<file path="src/adcs_pkg.sv">
// constants, types and register map of the conversion sequencer
//------------------------------------------------------------------
// Functional notes
// - after the main clock starts, wait 256+44 modulator periods before filtering.
// - first two results come from the fast filter, sinc3 from the third.
// - fast path settles in one period, sinc3 in three; 3372 at OSR 1024.
// - data-ready rises low to high when the power-on interval ends.
// - every reset selects the external clock; host reselects the oscillator.
// - command or pin reset skips power-on, repeats the wait, uses fast filter.
// - continuous mode: a result every OSR periods, marked by data-ready falling.
// - chop enabled: input polarity alternates between consecutive internal conversions.
// - chop results average a sliding pair of internal conversions.
// - filter resets at every polarity swap; three conversions per chop result.
// - four-bit chop delay field selects 2 to 65536 modulator periods.
// - chop period is delay plus three OSR; each result makes data-ready fall.
// - chop mode: sync falling edge or OSR change restarts all channels.
// - first chop period after restart is two full periods plus 44.
// - dc test signal is not supported together with chop mode.
// - two-bit power mode field selects one of three levels in both modes.
// - standby disables channels, reference and oscillator, keeps registers; wakeup leaves.
// - sync edge aligned with the data clock does nothing, misaligned resets filters.
// - sync pin low beyond the threshold resets until it returns high.
// - any reset restores configuration defaults; conversions resume with a clock.
//------------------------------------------------------------------
package adcs_pkg;
	localparam int CLK_MHZ = 100;
	localparam int POR_NS = 20000;
	localparam int POR_CYC = (POR_NS * CLK_MHZ + 999) / 1000;
	localparam int RST_LOW_NS = 1000;
	localparam int RST_LOW_CYC = (RST_LOW_NS * CLK_MHZ + 999) / 1000;
	localparam int RSTW = 8;
	localparam int OSC_DIV = 12;
	localparam int WAIT_BASE = 256;
	localparam int WAIT_EXTRA = 44;
	localparam int WAIT_CYC = WAIT_BASE + WAIT_EXTRA;
	localparam int GC_FIRST_EXTRA = 44;
	localparam int GC_MULT = 3;
	localparam int FAST_SAMPLES = 2;
	localparam int OSR_MIN = 128;
	localparam int CW = 18;
	localparam logic [1:0] PIN_RST = 2'h2;
	// register byte offsets
	localparam logic [7:0] OFS_CONFIG = 8'h00;
	localparam logic [7:0] OFS_CMD = 8'h04;
	localparam logic [7:0] OFS_STATUS = 8'h08;
	// config fields
	localparam int F_OSC = 0;
	localparam int F_CHOP = 1;
	localparam int F_DLY = 2;
	localparam int F_PWR = 6;
	localparam int F_OSR = 8;
	localparam logic [3:0] DLY_RST = 4'h0;
	localparam logic [2:0] OSR_RST = 3'h3;
	// command bits
	localparam int C_RESET = 0;
	localparam int C_STBY = 1;
	localparam int C_WAKE = 2;
	// status fields
	localparam int S_DATA_READY_N = 0;
	localparam int S_STBY = 1;
	localparam int S_SWAP = 2;
	localparam int S_FAST = 3;
	localparam int S_RUN = 4;
	localparam int S_CNT = 8;
	localparam logic [1:0] high_resolution_power = 2'h0;
	localparam logic [1:0] reduced_power_level = 2'h1;
	localparam logic [1:0] minimum_power_level = 2'h2;
	typedef enum logic [2:0] {ST_POR, ST_HOLD, ST_WAIT, ST_CONV, ST_STBY} adcs_state_t;
endpackage : adcs_pkg

</file>
<file path="src/adcs_pin_if.sv">
// pin events passed from the pin conditioner to the sequencer
`timescale 1ns/1ps
interface adcs_pin_if;
	logic clk_rise;
	logic sync_fall;
	logic pin_reset;
	modport cond (output clk_rise, output sync_fall, output pin_reset);
	modport seq (input clk_rise, input sync_fall, input pin_reset);
endinterface : adcs_pin_if

</file>
<file path="src/adcs_pin_cond.sv">
// synchronisers and edge / width detection for the clock and sync pins
`timescale 1ns/1ps
module adcs_pin_cond
	import adcs_pkg::*;
(
	input wire logic clock,
	input wire logic rstn,
	input wire logic ext_clock_in,
	input wire logic sync_reset_n,
	adcs_pin_if.cond pins
);
	logic [1:0] raw;
	logic [RSTW-1:0] low_cnt_ff;
	logic pin_reset_ff;

	assign raw = {sync_reset_n, ext_clock_in};

	for (genvar i = 0; i < 2; i++) begin : g_pin
		logic [2:0] sh_ff;
		logic lvl_ff;
		logic prev_ff;
		logic rise;
		logic fall;
		// a change is taken only once stages two and three agree
		always_ff @(posedge clock or negedge rstn) begin
			if (!rstn) begin
				sh_ff <= {3{PIN_RST[i]}};
				lvl_ff <= PIN_RST[i];
				prev_ff <= PIN_RST[i];
			end else begin
				sh_ff <= {sh_ff[1:0], raw[i]};
				if (sh_ff[1] == sh_ff[2]) begin
					lvl_ff <= sh_ff[2];
				end
				prev_ff <= lvl_ff;
			end
		end
		assign rise = lvl_ff & ~prev_ff;
		assign fall = ~lvl_ff & prev_ff;
	end

	// low-width measure: short pulse is a sync, long one holds reset
	always_ff @(posedge clock or negedge rstn) begin
		if (!rstn) begin
			low_cnt_ff <= '0;
			pin_reset_ff <= 1'b0;
		end else begin
			if (g_pin[1].lvl_ff) begin
				low_cnt_ff <= '0;
			end else if (low_cnt_ff != RSTW'(RST_LOW_CYC)) begin
				low_cnt_ff <= low_cnt_ff + RSTW'(1);
			end
			pin_reset_ff <= !g_pin[1].lvl_ff && (low_cnt_ff == RSTW'(RST_LOW_CYC));
		end
	end

	assign pins.clk_rise = g_pin[0].rise;
	assign pins.sync_fall = g_pin[1].fall;
	assign pins.pin_reset = pin_reset_ff;
endmodule : adcs_pin_cond

</file>
<file path="src/adcs_seq_top.sv">
// four-channel converter sequencer with an ahb-lite register slave
//
// The address map and register access over AHB-Lite were chosen for this implementation.
`timescale 1ns/1ps
module adcs_seq_top
	import adcs_pkg::*;
(
	input wire logic clock,
	input wire logic rstn,
	input wire logic hsel,
	input wire logic [31:0] haddr,
	input wire logic [1:0] htrans,
	input wire logic hwrite,
	input wire logic [2:0] hsize,
	input wire logic [31:0] hwdata,
	input wire logic hready,
	output logic hreadyout,
	output logic hresp,
	output logic [31:0] hrdata,
	input wire logic ext_clock_in,
	input wire logic sync_reset_n,
	output logic data_ready_n,
	output logic [3:0] chan_enable,
	output logic ref_enable,
	output logic osc_enable,
	output logic input_swap,
	output logic filter_reset,
	output logic fast_filter_sel,
	output logic [1:0] power_mode_sel
);
	adcs_pin_if ifc();
	adcs_state_t state_ff;
	logic [31:0] hrdata_ff;
	logic wr_pend_ff;
	logic [7:0] wr_addr_ff;
	logic osc_sel_ff, chop_enable_ff;
	logic [3:0] chop_delay_sel_ff;
	logic [1:0] pwr_ff;
	logic [2:0] osr_sel_ff;
	logic [$clog2(POR_CYC)-1:0] por_cnt_ff;
	logic [CW-1:0] cnt_ff;
	logic first_ff;
	logic [1:0] fast_left_ff;
	logic data_ready_n_ff, swap_ff, frst_ff, ref_ff, osc_en_ff;
	logic [3:0] chan_ff;
	logic [7:0] res_cnt_ff;
	logic [3:0] osc_cnt_ff;
	logic [2:0] div_ff;

	adcs_pin_cond u_pins (
		.clock(clock),
		.rstn(rstn),
		.ext_clock_in(ext_clock_in),
		.sync_reset_n(sync_reset_n),
		.pins(ifc.cond)
	);

	//------------------------------------------------------------------
	// register slave
	//------------------------------------------------------------------
	logic ap, cfg_wr, cmd_wr, stat_rd, cmd_reset, cmd_stby, cmd_wake, soft_rst, osr_chg;
	assign ap = hsel && htrans[1] && hready;
	assign cfg_wr = wr_pend_ff && wr_addr_ff == OFS_CONFIG;
	assign cmd_wr = wr_pend_ff && wr_addr_ff == OFS_CMD;
	assign stat_rd = ap && !hwrite && haddr[7:0] == OFS_STATUS;
	assign cmd_reset = cmd_wr && hwdata[C_RESET];
	assign cmd_stby = cmd_wr && hwdata[C_STBY];
	assign cmd_wake = cmd_wr && hwdata[C_WAKE];
	assign soft_rst = cmd_reset || ifc.pin_reset;
	assign osr_chg = cfg_wr && hwdata[F_OSR+:3] != osr_sel_ff;
	// zero wait states: every transfer completes in its first data phase
	assign hreadyout = 1'b1;
	assign hresp = 1'b0;
	assign hrdata = hrdata_ff;

	always_ff @(posedge clock or negedge rstn) begin
		if (!rstn) begin
			wr_pend_ff <= 1'b0;
			wr_addr_ff <= 8'h00;
		end else begin
			wr_pend_ff <= ap && hwrite;
			wr_addr_ff <= haddr[7:0];
		end
	end

	always_ff @(posedge clock or negedge rstn) begin
		if (!rstn) begin
			hrdata_ff <= 32'h0;
		end else if (ap && !hwrite) begin
			case (haddr[7:0])
				OFS_CONFIG: begin
					hrdata_ff <= {21'h0, osr_sel_ff, pwr_ff, chop_delay_sel_ff,
						chop_enable_ff, osc_sel_ff};
				end
				OFS_STATUS: begin
					hrdata_ff <= {16'h0, res_cnt_ff, 3'h0, chan_ff[0], fast_left_ff != 2'h0,
						swap_ff, state_ff == ST_STBY, data_ready_n_ff};
				end
				default: begin
					hrdata_ff <= 32'h0;
				end
			endcase
		end
	end

	// configuration survives standby but not a reset
	always_ff @(posedge clock or negedge rstn) begin
		if (!rstn) begin
			osc_sel_ff <= 1'b0;
			chop_enable_ff <= 1'b0;
			chop_delay_sel_ff <= DLY_RST;
			pwr_ff <= high_resolution_power;
			osr_sel_ff <= OSR_RST;
		end else if (soft_rst) begin
			osc_sel_ff <= 1'b0;
			chop_enable_ff <= 1'b0;
			chop_delay_sel_ff <= DLY_RST;
			pwr_ff <= high_resolution_power;
			osr_sel_ff <= OSR_RST;
		end else if (cfg_wr) begin
			osc_sel_ff <= hwdata[F_OSC];
			chop_enable_ff <= hwdata[F_CHOP];
			chop_delay_sel_ff <= hwdata[F_DLY+:4];
			pwr_ff <= hwdata[F_PWR+:2];
			osr_sel_ff <= hwdata[F_OSR+:3];
		end
	end
	assign power_mode_sel = pwr_ff;

	//------------------------------------------------------------------
	// main clock and modulator tick
	//------------------------------------------------------------------
	logic osc_tick, mclk_evt, mod_tick;
	logic [2:0] div_top;
	assign osc_tick = osc_en_ff && osc_cnt_ff == 4'(OSC_DIV - 1);
	assign mclk_evt = osc_sel_ff ? osc_tick : ifc.clk_rise;
	// modulator runs at main clock / 2, 4 or 8 by power level
	always_comb begin
		case (pwr_ff)
			reduced_power_level: div_top = 3'h3;
			minimum_power_level: div_top = 3'h7;
			default: div_top = 3'h1;
		endcase
	end
	assign mod_tick = mclk_evt && div_ff == div_top;

	always_ff @(posedge clock or negedge rstn) begin
		if (!rstn) begin
			osc_cnt_ff <= 4'h0;
			div_ff <= 3'h0;
		end else begin
			osc_cnt_ff <= (!osc_en_ff || osc_tick) ? 4'h0 : osc_cnt_ff + 4'h1;
			if (mod_tick) begin
				div_ff <= 3'h0;
			end else if (mclk_evt) begin
				div_ff <= div_ff + 3'h1;
			end
		end
	end

	//------------------------------------------------------------------
	// conversion timing
	//------------------------------------------------------------------
	logic [CW-1:0] osr, chop_delay_sel, gc_period, target;
	logic in_conv, at_end, restart_gc, sync_mis, result_evt, mid_swap, swap_evt, wait_done;
	assign osr = CW'(OSR_MIN) << osr_sel_ff;
	assign chop_delay_sel = CW'(1) << ({1'b0, chop_delay_sel_ff} + 5'h1);
	assign gc_period = chop_delay_sel + CW'(GC_MULT) * osr;
	always_comb begin
		if (!chop_enable_ff) begin
			target = osr;
		end else if (first_ff) begin
			target = CW'(2) * gc_period + CW'(GC_FIRST_EXTRA);
		end else begin
			target = gc_period;
		end
	end
	assign in_conv = state_ff == ST_CONV && !soft_rst && !cmd_stby;
	assign at_end = mod_tick && cnt_ff == target - CW'(1);
	assign restart_gc = in_conv && chop_enable_ff && (ifc.sync_fall || osr_chg);
	// sync edge counts as aligned when it lands on the period boundary
	assign sync_mis = in_conv && !chop_enable_ff && ifc.sync_fall && cnt_ff != '0;
	assign result_evt = in_conv && at_end && !restart_gc && !sync_mis;
	assign mid_swap = in_conv && chop_enable_ff && first_ff && !restart_gc
		&& mod_tick && cnt_ff == gc_period - CW'(1);
	assign swap_evt = chop_enable_ff && (result_evt || mid_swap);
	assign wait_done = state_ff == ST_WAIT && !soft_rst && !cmd_stby && mod_tick
		&& cnt_ff == CW'(WAIT_CYC - 1);

	always_ff @(posedge clock or negedge rstn) begin
		if (!rstn) begin
			state_ff <= ST_POR;
			por_cnt_ff <= '0;
			cnt_ff <= '0;
			first_ff <= 1'b1;
		end else if (soft_rst) begin
			state_ff <= ifc.pin_reset ? ST_HOLD : ST_WAIT;
			cnt_ff <= '0;
		end else if (cmd_stby && (state_ff == ST_WAIT || state_ff == ST_CONV)) begin
			state_ff <= ST_STBY;
		end else begin
			case (state_ff)
				ST_POR: begin
					por_cnt_ff <= por_cnt_ff + $bits(por_cnt_ff)'(1);
					if (por_cnt_ff == $bits(por_cnt_ff)'(POR_CYC - 1)) begin
						state_ff <= ST_WAIT;
						cnt_ff <= '0;
					end
				end
				ST_HOLD: begin
					state_ff <= ST_WAIT;
					cnt_ff <= '0;
				end
				ST_WAIT: begin
					if (wait_done) begin
						state_ff <= ST_CONV;
						cnt_ff <= '0;
						first_ff <= 1'b1;
					end else if (mod_tick) begin
						cnt_ff <= cnt_ff + CW'(1);
					end
				end
				ST_CONV: begin
					if (restart_gc || sync_mis) begin
						cnt_ff <= '0;
						first_ff <= 1'b1;
					end else if (at_end) begin
						cnt_ff <= '0;
						first_ff <= 1'b0;
					end else if (mod_tick) begin
						cnt_ff <= cnt_ff + CW'(1);
					end
				end
				ST_STBY: begin
					if (cmd_wake) begin
						state_ff <= ST_WAIT;
						cnt_ff <= '0;
					end
				end
				default: begin
					state_ff <= ST_WAIT;
				end
			endcase
		end
	end

	// first results come from the fast path, later ones from sinc3
	always_ff @(posedge clock or negedge rstn) begin
		if (!rstn) begin
			fast_left_ff <= 2'(FAST_SAMPLES);
			res_cnt_ff <= 8'h00;
		end else if (soft_rst) begin
			fast_left_ff <= 2'(FAST_SAMPLES);
			res_cnt_ff <= 8'h00;
		end else begin
			if (wait_done) begin
				fast_left_ff <= 2'(FAST_SAMPLES);
			end else if (result_evt && fast_left_ff != 2'h0) begin
				fast_left_ff <= fast_left_ff - 2'h1;
			end
			if (result_evt) begin
				res_cnt_ff <= res_cnt_ff + 8'h01;
			end
		end
	end
	assign fast_filter_sel = fast_left_ff != 2'h0;

	// filter restarts on every swap; the dc test path is not offered here
	always_ff @(posedge clock or negedge rstn) begin
		if (!rstn) begin
			swap_ff <= 1'b0;
			frst_ff <= 1'b1;
		end else begin
			frst_ff <= soft_rst || wait_done || swap_evt || restart_gc || sync_mis;
			if (soft_rst || wait_done || restart_gc) begin
				swap_ff <= 1'b0;
			end else if (swap_evt) begin
				swap_ff <= !swap_ff;
			end
		end
	end
	assign input_swap = swap_ff;
	assign filter_reset = frst_ff;

	// data-ready: low marks new data, status read releases it
	always_ff @(posedge clock or negedge rstn) begin
		if (!rstn) begin
			data_ready_n_ff <= 1'b0;
		end else if (soft_rst) begin
			data_ready_n_ff <= 1'b0;
		end else begin
			case (state_ff)
				ST_POR: begin
					data_ready_n_ff <= por_cnt_ff == $bits(por_cnt_ff)'(POR_CYC - 1);
				end
				ST_HOLD, ST_WAIT, ST_STBY: begin
					data_ready_n_ff <= 1'b1;
				end
				ST_CONV: begin
					if (result_evt) begin
						data_ready_n_ff <= 1'b0;
					end else if (stat_rd || (mod_tick && cnt_ff == target - CW'(2))) begin
						data_ready_n_ff <= 1'b1;
					end
				end
				default: begin
					data_ready_n_ff <= 1'b1;
				end
			endcase
		end
	end
	assign data_ready_n = data_ready_n_ff;

	// analog power controls
	always_ff @(posedge clock or negedge rstn) begin
		if (!rstn) begin
			ref_ff <= 1'b1;
			osc_en_ff <= 1'b0;
			chan_ff <= 4'h0;
		end else begin
			ref_ff <= state_ff != ST_STBY;
			osc_en_ff <= osc_sel_ff && state_ff != ST_STBY;
			chan_ff <= state_ff == ST_CONV ? 4'hf : 4'h0;
		end
	end
	assign ref_enable = ref_ff;
	assign osc_enable = osc_en_ff;
	assign chan_enable = chan_ff;
endmodule : adcs_seq_top

</file>
<file path="config.mk">
export PLATFORM = sky130hd
export DESIGN_NAME = adcs_seq_top
export DESIGN_NICKNAME = d
export VERILOG_FILES = /design/src/adcs_pkg.sv /design/src/adcs_pin_if.sv /design/src/adcs_pin_cond.sv /design/src/adcs_seq_top.sv
export SDC_FILE = /design/constraint.sdc
export NUM_CORES = 1
export LEC_CHECK = 0
export BUFFER_PORTS_ARGS = -buffer_cell sky130_fd_sc_hd__buf_4
export CORE_MARGIN = 2
export CORE_UTILIZATION = 44
export CTS_BUF_LIST = sky130_fd_sc_hd__clkbuf_4 sky130_fd_sc_hd__clkbuf_8 sky130_fd_sc_hd__clkbuf_16
export DETAILED_ROUTE_END_ITERATION = 16
export PLACE_DENSITY = 0.64
export SLEW_MARGIN = 20
export SYNTH_ARGS = -nofsm -noshare
export SYNTH_HDL_FRONTEND = slang
export SYNTH_SLANG_ARGS = --single-unit
</file>
<file path="constraint.sdc">
create_clock -name clock -period 11.93 [get_ports clock]
set_input_delay 1.7895 -clock clock [delete_from_list [all_inputs] [get_ports clock]]
set_output_delay 1.7895 -clock clock [all_outputs]
set_load 0.005 [all_outputs]
</file>
== Word-level counts from Yosys, hierarchy flattened ==
Cells that the tools add are included.
Operators by class
  multiply operators: 1
  equal/unequal tests: 31
  mux-type cells: 52
  bitwise operators: 6
  reduce and logical (&&, ||, !) cells: 76
  shift-type cells: 2
  $add $sub $neg: 13
Operators by type and width (count)
  2-to-1 mux 18 bit: 10
  case mux 18 bit (5 select lines): 1
  equality test 18 bit: 3
  logical AND 1 bit: 38
  subtractor 18 x 1 -> 18 bit (second input constant): 2
  2-to-1 mux 8 bit: 4
  case mux 16 bit (2 select lines): 1
  2-to-1 mux 3 bit: 9
  adder 18 x 1 -> 18 bit (second input constant): 1
  adder 18 bit: 1
  adder 18 x 6 -> 18 bit (second input constant): 1
  equality test 18 x 9 -> 1 bit (second input constant): 1
  multiplier 2 x 18 -> 18 bit (first input constant): 1
  nonzero test 18 bit: 1
  << shifter 1 x 5 -> 18 bit (first input constant): 1
  << shifter 8 x 3 -> 18 bit (first input constant): 1
  subtractor 18 x 2 -> 18 bit (second input constant): 1
  adder 8 x 1 -> 8 bit (second input constant): 2
  zero test 8 bit: 2
  2-to-1 mux 4 bit: 4
  nonzero test 2 bit: 7
  2-to-1 mux 1 bit: 13
  logical OR 1 bit: 12
  2-to-1 mux 2 bit: 6
  other kinds (36): 58
Word-level totals
  register bits: 130
  word-level logic and storage cells: 211
  bits of input ports: 76

== Longest topological paths before layout ==
  word-level depth: 18
  mapped depth: 20
  depth with buffers taken out: 18

== Modules after synthesis ==
A second synthesis with hierarchy kept.
Second synthesis, totals
  cells, all modules: 970
  area total of the unflattened synthesis: 8459.4 um^2
By module, submodules not included
  adcs_seq_top: cells an instance 909, sequential area each 2309.7 um^2, area each 7693.6 um^2, instances 1
  adcs_pin_cond: cells an instance 61, sequential area each 481.7 um^2, area each 765.7 um^2, instances 1

== Worst setup path after synthesis ==
Ideal clock, no wire load.
  path kind: register -> register
  start point: reg chop_delay_sel_ff[2]
  end point: reg res_cnt_ff[6]
  data required time: 11.851 ns
  data arrival time: 5.158 ns
  setup slack: 6.693 ns
  period minus slack after synthesis: 5.237 ns
  setup time: 0.079 ns
  stages on the path, launching flop included: 20
  path buffers: 3
  cell sequence: dfrtp_1 > clkbuf_1 > clkbuf_1 > nand2b_1 > nor3_1 > fa_1 > inv_1 > fa_1 > nor3b_1 > nand2_1 > a32o_1 > a211oi_2 > o2111ai_1 > or3_1 > nor3b_1 > o2111a_2 > nand4_1 > buf_2 > nor4_2 > mux2i_1
On the way
  cells in the longest elaborated chain, start to end: 13
Ends and longest elaborated chain
  from (decl): RTL line adcs_seq_top.sv:37  | logic [3:0] chop_delay_sel_ff;
  from (signal assigned): RTL line adcs_seq_top.sv:123  | chop_delay_sel_ff <= hwdata[F_DLY+:4];
  adder 4 x 1 -> 5 bit *: RTL line adcs_seq_top.sv:167  | assign chop_delay_sel = CW'(1) << ({1'b0, chop_delay_sel_ff} + 5'h1);
  << shifter 1 x 5 -> 18 bit *: RTL line adcs_seq_top.sv:167
  adder 18 bit *: RTL line adcs_seq_top.sv:168  | assign gc_period = chop_delay_sel + CW'(GC_MULT) * osr;
  adder 18 x 6 -> 18 bit: RTL line adcs_seq_top.sv:173  | target = CW'(2) * gc_period + CW'(GC_FIRST_EXTRA);
  2-to-1 mux 18 bit *: RTL line adcs_seq_top.sv:172  | end else if (first_ff) begin
  2-to-1 mux 18 bit *: RTL line adcs_seq_top.sv:170  | if (!chop_enable_ff) begin
  subtractor 18 x 1 -> 18 bit *: RTL line adcs_seq_top.sv:179  | assign at_end = mod_tick && cnt_ff == target - CW'(1);
  equality test 18 bit *: RTL line adcs_seq_top.sv:179
  logical AND 1 bit *: RTL line adcs_seq_top.sv:179
  logical AND 1 bit * (3 in series): RTL line adcs_seq_top.sv:183  | assign result_evt = in_conv && at_end && !restart_gc && !sync_mis;
  nonzero test 2 bit (no source line) *
  to (signal assigned): RTL line adcs_seq_top.sv:262  | res_cnt_ff <= res_cnt_ff + 8'h01;
  to (decl): RTL line adcs_seq_top.sv:46  | logic [7:0] res_cnt_ff;
Every way passes the cells marked *; elsewhere a longest branch is shown, timed or not.
A chain may end at the register's enable or synchronous reset.

== Worst setup path after layout ==
  start point: reg chop_delay_sel_ff[2]
  end point: reg fast_left_ff[1]
On the way
  cells in the longest elaborated chain, start to end: 14
Ends and longest elaborated chain
  adder 4 x 1 -> 5 bit *: RTL line adcs_seq_top.sv:167
  << shifter 1 x 5 -> 18 bit *: RTL line adcs_seq_top.sv:167
  adder 18 bit *: RTL line adcs_seq_top.sv:168
  adder 18 x 6 -> 18 bit: RTL line adcs_seq_top.sv:173
  2-to-1 mux 18 bit *: RTL line adcs_seq_top.sv:172
  2-to-1 mux 18 bit *: RTL line adcs_seq_top.sv:170
  subtractor 18 x 1 -> 18 bit *: RTL line adcs_seq_top.sv:179
  equality test 18 bit *: RTL line adcs_seq_top.sv:179
  logical AND 1 bit *: RTL line adcs_seq_top.sv:179
  logical AND 1 bit * (3 in series): RTL line adcs_seq_top.sv:183
  logical AND 1 bit *: RTL line adcs_seq_top.sv:258  | end else if (result_evt && fast_left_ff != 2'h0) begin
  nonzero test 3 bit (no source line) *
  to (signal assigned): RTL line adcs_seq_top.sv:253  | fast_left_ff <= 2'(FAST_SAMPLES);
  to (signal assigned): RTL line adcs_seq_top.sv:257  | fast_left_ff <= 2'(FAST_SAMPLES);
  to (signal assigned): RTL line adcs_seq_top.sv:259  | fast_left_ff <= fast_left_ff - 2'h1;
  to (decl): RTL line adcs_seq_top.sv:43  | logic [1:0] fast_left_ff;
Marks and branches as above.

==> results_dict.tcl <==
set metrics [dict create \
    status "completed" \
    hold_path.class "reg -> reg" \
    cts-htree-levels 3 \
    dp_hpwl_um 14930 \
    synth.distinct_cells 80 \
    ys_ff_latch 111 \
    fmax_mhz 157.6 \
    gp_congestion 0.8773 \
    peakVddDrop_v 0.00007474 \
    die_area_sq_mm 0.01974 \
    syn-cell-area_sq_mm 0.008198 \
    power.total_mw 0.8208 \
    critical_path.max_stage_delay_ns 0.87 \
    ctsResizeCount 0 \
    vias 6964 \
    synth_edf_count 0 \
    drive_gt1_frac 0.1128 \
    grt_antenna_before_repair 0 \
    clk_pin_slew_ns 0.08 \
    critPathSlowestCell "dfrtp_1" \
    slew_headroom 0.3384 \
    finalHoldViolCount 0 \
    drt_pre_antenna_iters 5 \
    clk_latency_ns 0.37 \
    async_flop_share 1.000 \
    postCtsHoldBufs 0 \
    start_kind "flop" \
    die_y_um 140.5 \
    die_width_um 140.5 \
    crit_chain "nand2b_1 -> nor3_1 -> fa_1 -> inv_1 -> fa_1 -> nor3b_1 -> nand2_1 -> a32o_1 -> a211oi_2 -> o2111ai_1 -> or3_1 -> nor3b_1 -> o2111a_2 -> nand4_1 -> nor2_1 -> mux2_2" \
    overflow 0 \
    max_slew.worst_pin.slew_ns 0.9834 \
    skew_ns 0.01192 \
    cp.arrival_ns 6.64 \
    period_share 0.5318 \
    root_buffer "clkbuf_16" \
    nets 1080 \
    syn_to_final_growth_pct 9.127 \
    cts_max_path_buffers 2 \
    drtIter0Drc 515 \
    rsz0062_at_grt "no" \
    syn_inst 957 \
    crit_required_ns 12.22 \
    grtUsageTotal 0.2065 \
    maxCapViolations 0 \
    ant_nets 0 \
    numCtsBuffers 9 \
    maxSlewViolCount 0 \
    p_leak_nw 3.846 \
    grt_pass1_wl_um 33560 \
    finalSetupViolations 0 \
    clock_sinks 111 \
    crit_fanout 23 \
    power_density_mw_per_mm2 91.74 \
    io-pin-count 122 \
    whs_ns 0.3573 \
    rows 49 \
    yosys_most_used_dff "dfrtp_1" \
    start_util 0.4517 \
    grt_max_degree 69 \
    wirelength_um 19790 \
    synth.avg_cell_area_sq_um 8.566 \
    worst-setup-path-type "reg -> reg" \
    yosysWarnings 0 \
    wire_per_inst_um 16.44 \
    tritoncts "built" \
    drc 0 \
    cp-end-kind "flop" \
    yosysSeqAreaShare 0.3405 \
    fin_crit_ns 6.344 \
    core_area_sq_mm 0.01815 \
    num_antenna_cells 0 \
    grt_pass1_vias 6552 \
    portBuffers 54 \
    post-cts-setup-buffers 0 \
    avgViaCountPerCell 5.784 \
    tns_ns 0 \
]
-- cell type report --
class / instances / area, sq um
multi-input combinational: 752 / 4975
inverter: 37 / 138.9
clock inverter: 7 / 86.33
tap: 229 / 286.5
timing repair buffer: 59 / 442.9
clock buffer: 9 / 225.2
fill: 1756 / 9201
sequential: 111 / 2791
-- kinds of logic after synthesis --
logic type,count (synthesis),synth area share
compound gates,208,0.1774
xor+xnor,77,0.08318
fa+ha+maj,36,0.05800
buf+inv,112,0.06181
flops,111,0.3405
mux,33,0.04090
other cells,2,0.0009161
simple gates,378,0.2373
-- per-layer routing --
metal,share of wire,GRT usage
met1,0.49,0.3012
met5,0,0
met3,0.043,0.03556
met2,0.45,0.3202
met4,0.020,0.05105
-- through the flow --
stage	worst slack, ns	utilization	std cells	area, sq um
floorplan	6.693	-	975	8265
global placement	5.766	0.4757	1188	8633
detailed placement	5.734	0.4757	1188	8633
CTS	5.665	0.4929	1204	8945
global route	5.134	0.4930	1204	8946
finish	5.586	0.4930	1204	8946
-- worst paths after layout --
check	from	endpoint	slack, ns	cells past startpoint
min reg2reg	u_pins.g_pin[0].sh_ff[0]	u_pins.g_pin[0].sh_ff[1]	0.36	0
max reg2reg	chop_delay_sel_ff[2]	fast_left_ff[1]	5.59	16
max	chop_delay_sel_ff[2]	fast_left_ff[1]	5.59	16
min in group asynchronous	rstn	osc_cnt_ff[2]	1.40	1
max in group asynchronous	rstn	hrdata[14]	9.30	2
min	u_pins.g_pin[0].sh_ff[0]	u_pins.g_pin[0].sh_ff[1]	0.36	0
-- critical path, delay by kind of cell (launching register included) --
kind	cells	cell delay [ns]
flops	1	0.87
buf+inv	1	0.06
mux	1	0.37
compound gates	4	1.30
fa+ha+maj	2	1.21
simple gates	8	2.44
-- state kept, by name, indices dropped and copies added (netlist names), 2 cells and up --
register,count
chop_delay_sel_ff,4
cnt_ff,18
div_ff,3
fast_left_ff,2
hrdata,16
osc_cnt_ff,4
osr_sel_ff,3
por_cnt_ff,11
power_mode_sel,2
res_cnt_ff,8
state_ff,3
u_pins.g_pin.lvl_ff,2
u_pins.g_pin.prev_ff,2
u_pins.g_pin.sh_ff,6
u_pins.low_cnt_ff,8
wr_addr_ff,8
-- cells in the mapped netlist, types with 4 or more instances --
cell type	number	area share
nand4_1	20	0.015
nor3b_1	11	0.010
nor4b_1	5	0.0053
o21ai_0	41	0.025
inv_1	36	0.016
nor4_1	19	0.014
o2bb2ai_1	4	0.0043
nor2_1	93	0.043
or3_1	5	0.0038
buf_2	6	0.0037
mux2i_1	29	0.035
and3_1	10	0.0076
o32ai_1	4	0.0043
dfstp_2	11	0.035
nand3b_1	5	0.0046
o21a_1	8	0.0073
a21o_1	8	0.0073
o31a_1	4	0.0043
nand2b_1	20	0.015
a22o_1	10	0.011
and2_1	7	0.0053
nand3_1	30	0.018
o22ai_1	4	0.0031
o31ai_1	10	0.0092
fa_1	4	0.0098
a31oi_1	23	0.018
ha_1	30	0.046
buf_4	21	0.019
o211a_1	4	0.0049
clkbuf_1	45	0.021
dfrtp_1	100	0.31
xor2_1	30	0.032
or2_2	6	0.0046
nor2b_1	14	0.011
xnor2_1	46	0.049
and4_1	5	0.0053
mux2_2	4	0.0055
nand2_1	85	0.039
o21ai_1	4	0.0024
nor3_1	27	0.016
a21oi_1	32	0.020
o211ai_1	15	0.014
a211oi_1	7	0.0064
-- placed cells by master, fill, tap and decap left out, types with 8 or more instances in the layout --
| cell | n |
|---|---|
| dfstp_2 | 11 |
| nor2b_1 | 14 |
| a21o_1 | 8 |
| o21a_1 | 8 |
| conb_1 | 20 |
| o21ai_0 | 41 |
| nand4_1 | 20 |
| nor3_1 | 27 |
| nor4_1 | 18 |
| xor2_1 | 30 |
| nand3_1 | 30 |
| a21oi_1 | 32 |
| clkbuf_16 | 9 |
| buf_4 | 59 |
| mux2i_1 | 29 |
| a31oi_1 | 23 |
| nand2b_1 | 20 |
| inv_1 | 36 |
| and3_1 | 10 |
| xnor2_1 | 46 |
| nand2_1 | 85 |
| nor2_1 | 93 |
| a22o_1 | 10 |
| nor3b_1 | 11 |
| dfrtp_1 | 100 |
| ha_1 | 30 |
| o31ai_1 | 10 |
| o211ai_1 | 15 |
-- power breakdown --
part           internal (mW)  switching, mW
logic                 0.0427         0.0566
registers              0.393         0.0177
clock network          0.152          0.159
total                  0.587          0.233
No activity file was read; power rests on OpenSTA's default activity.
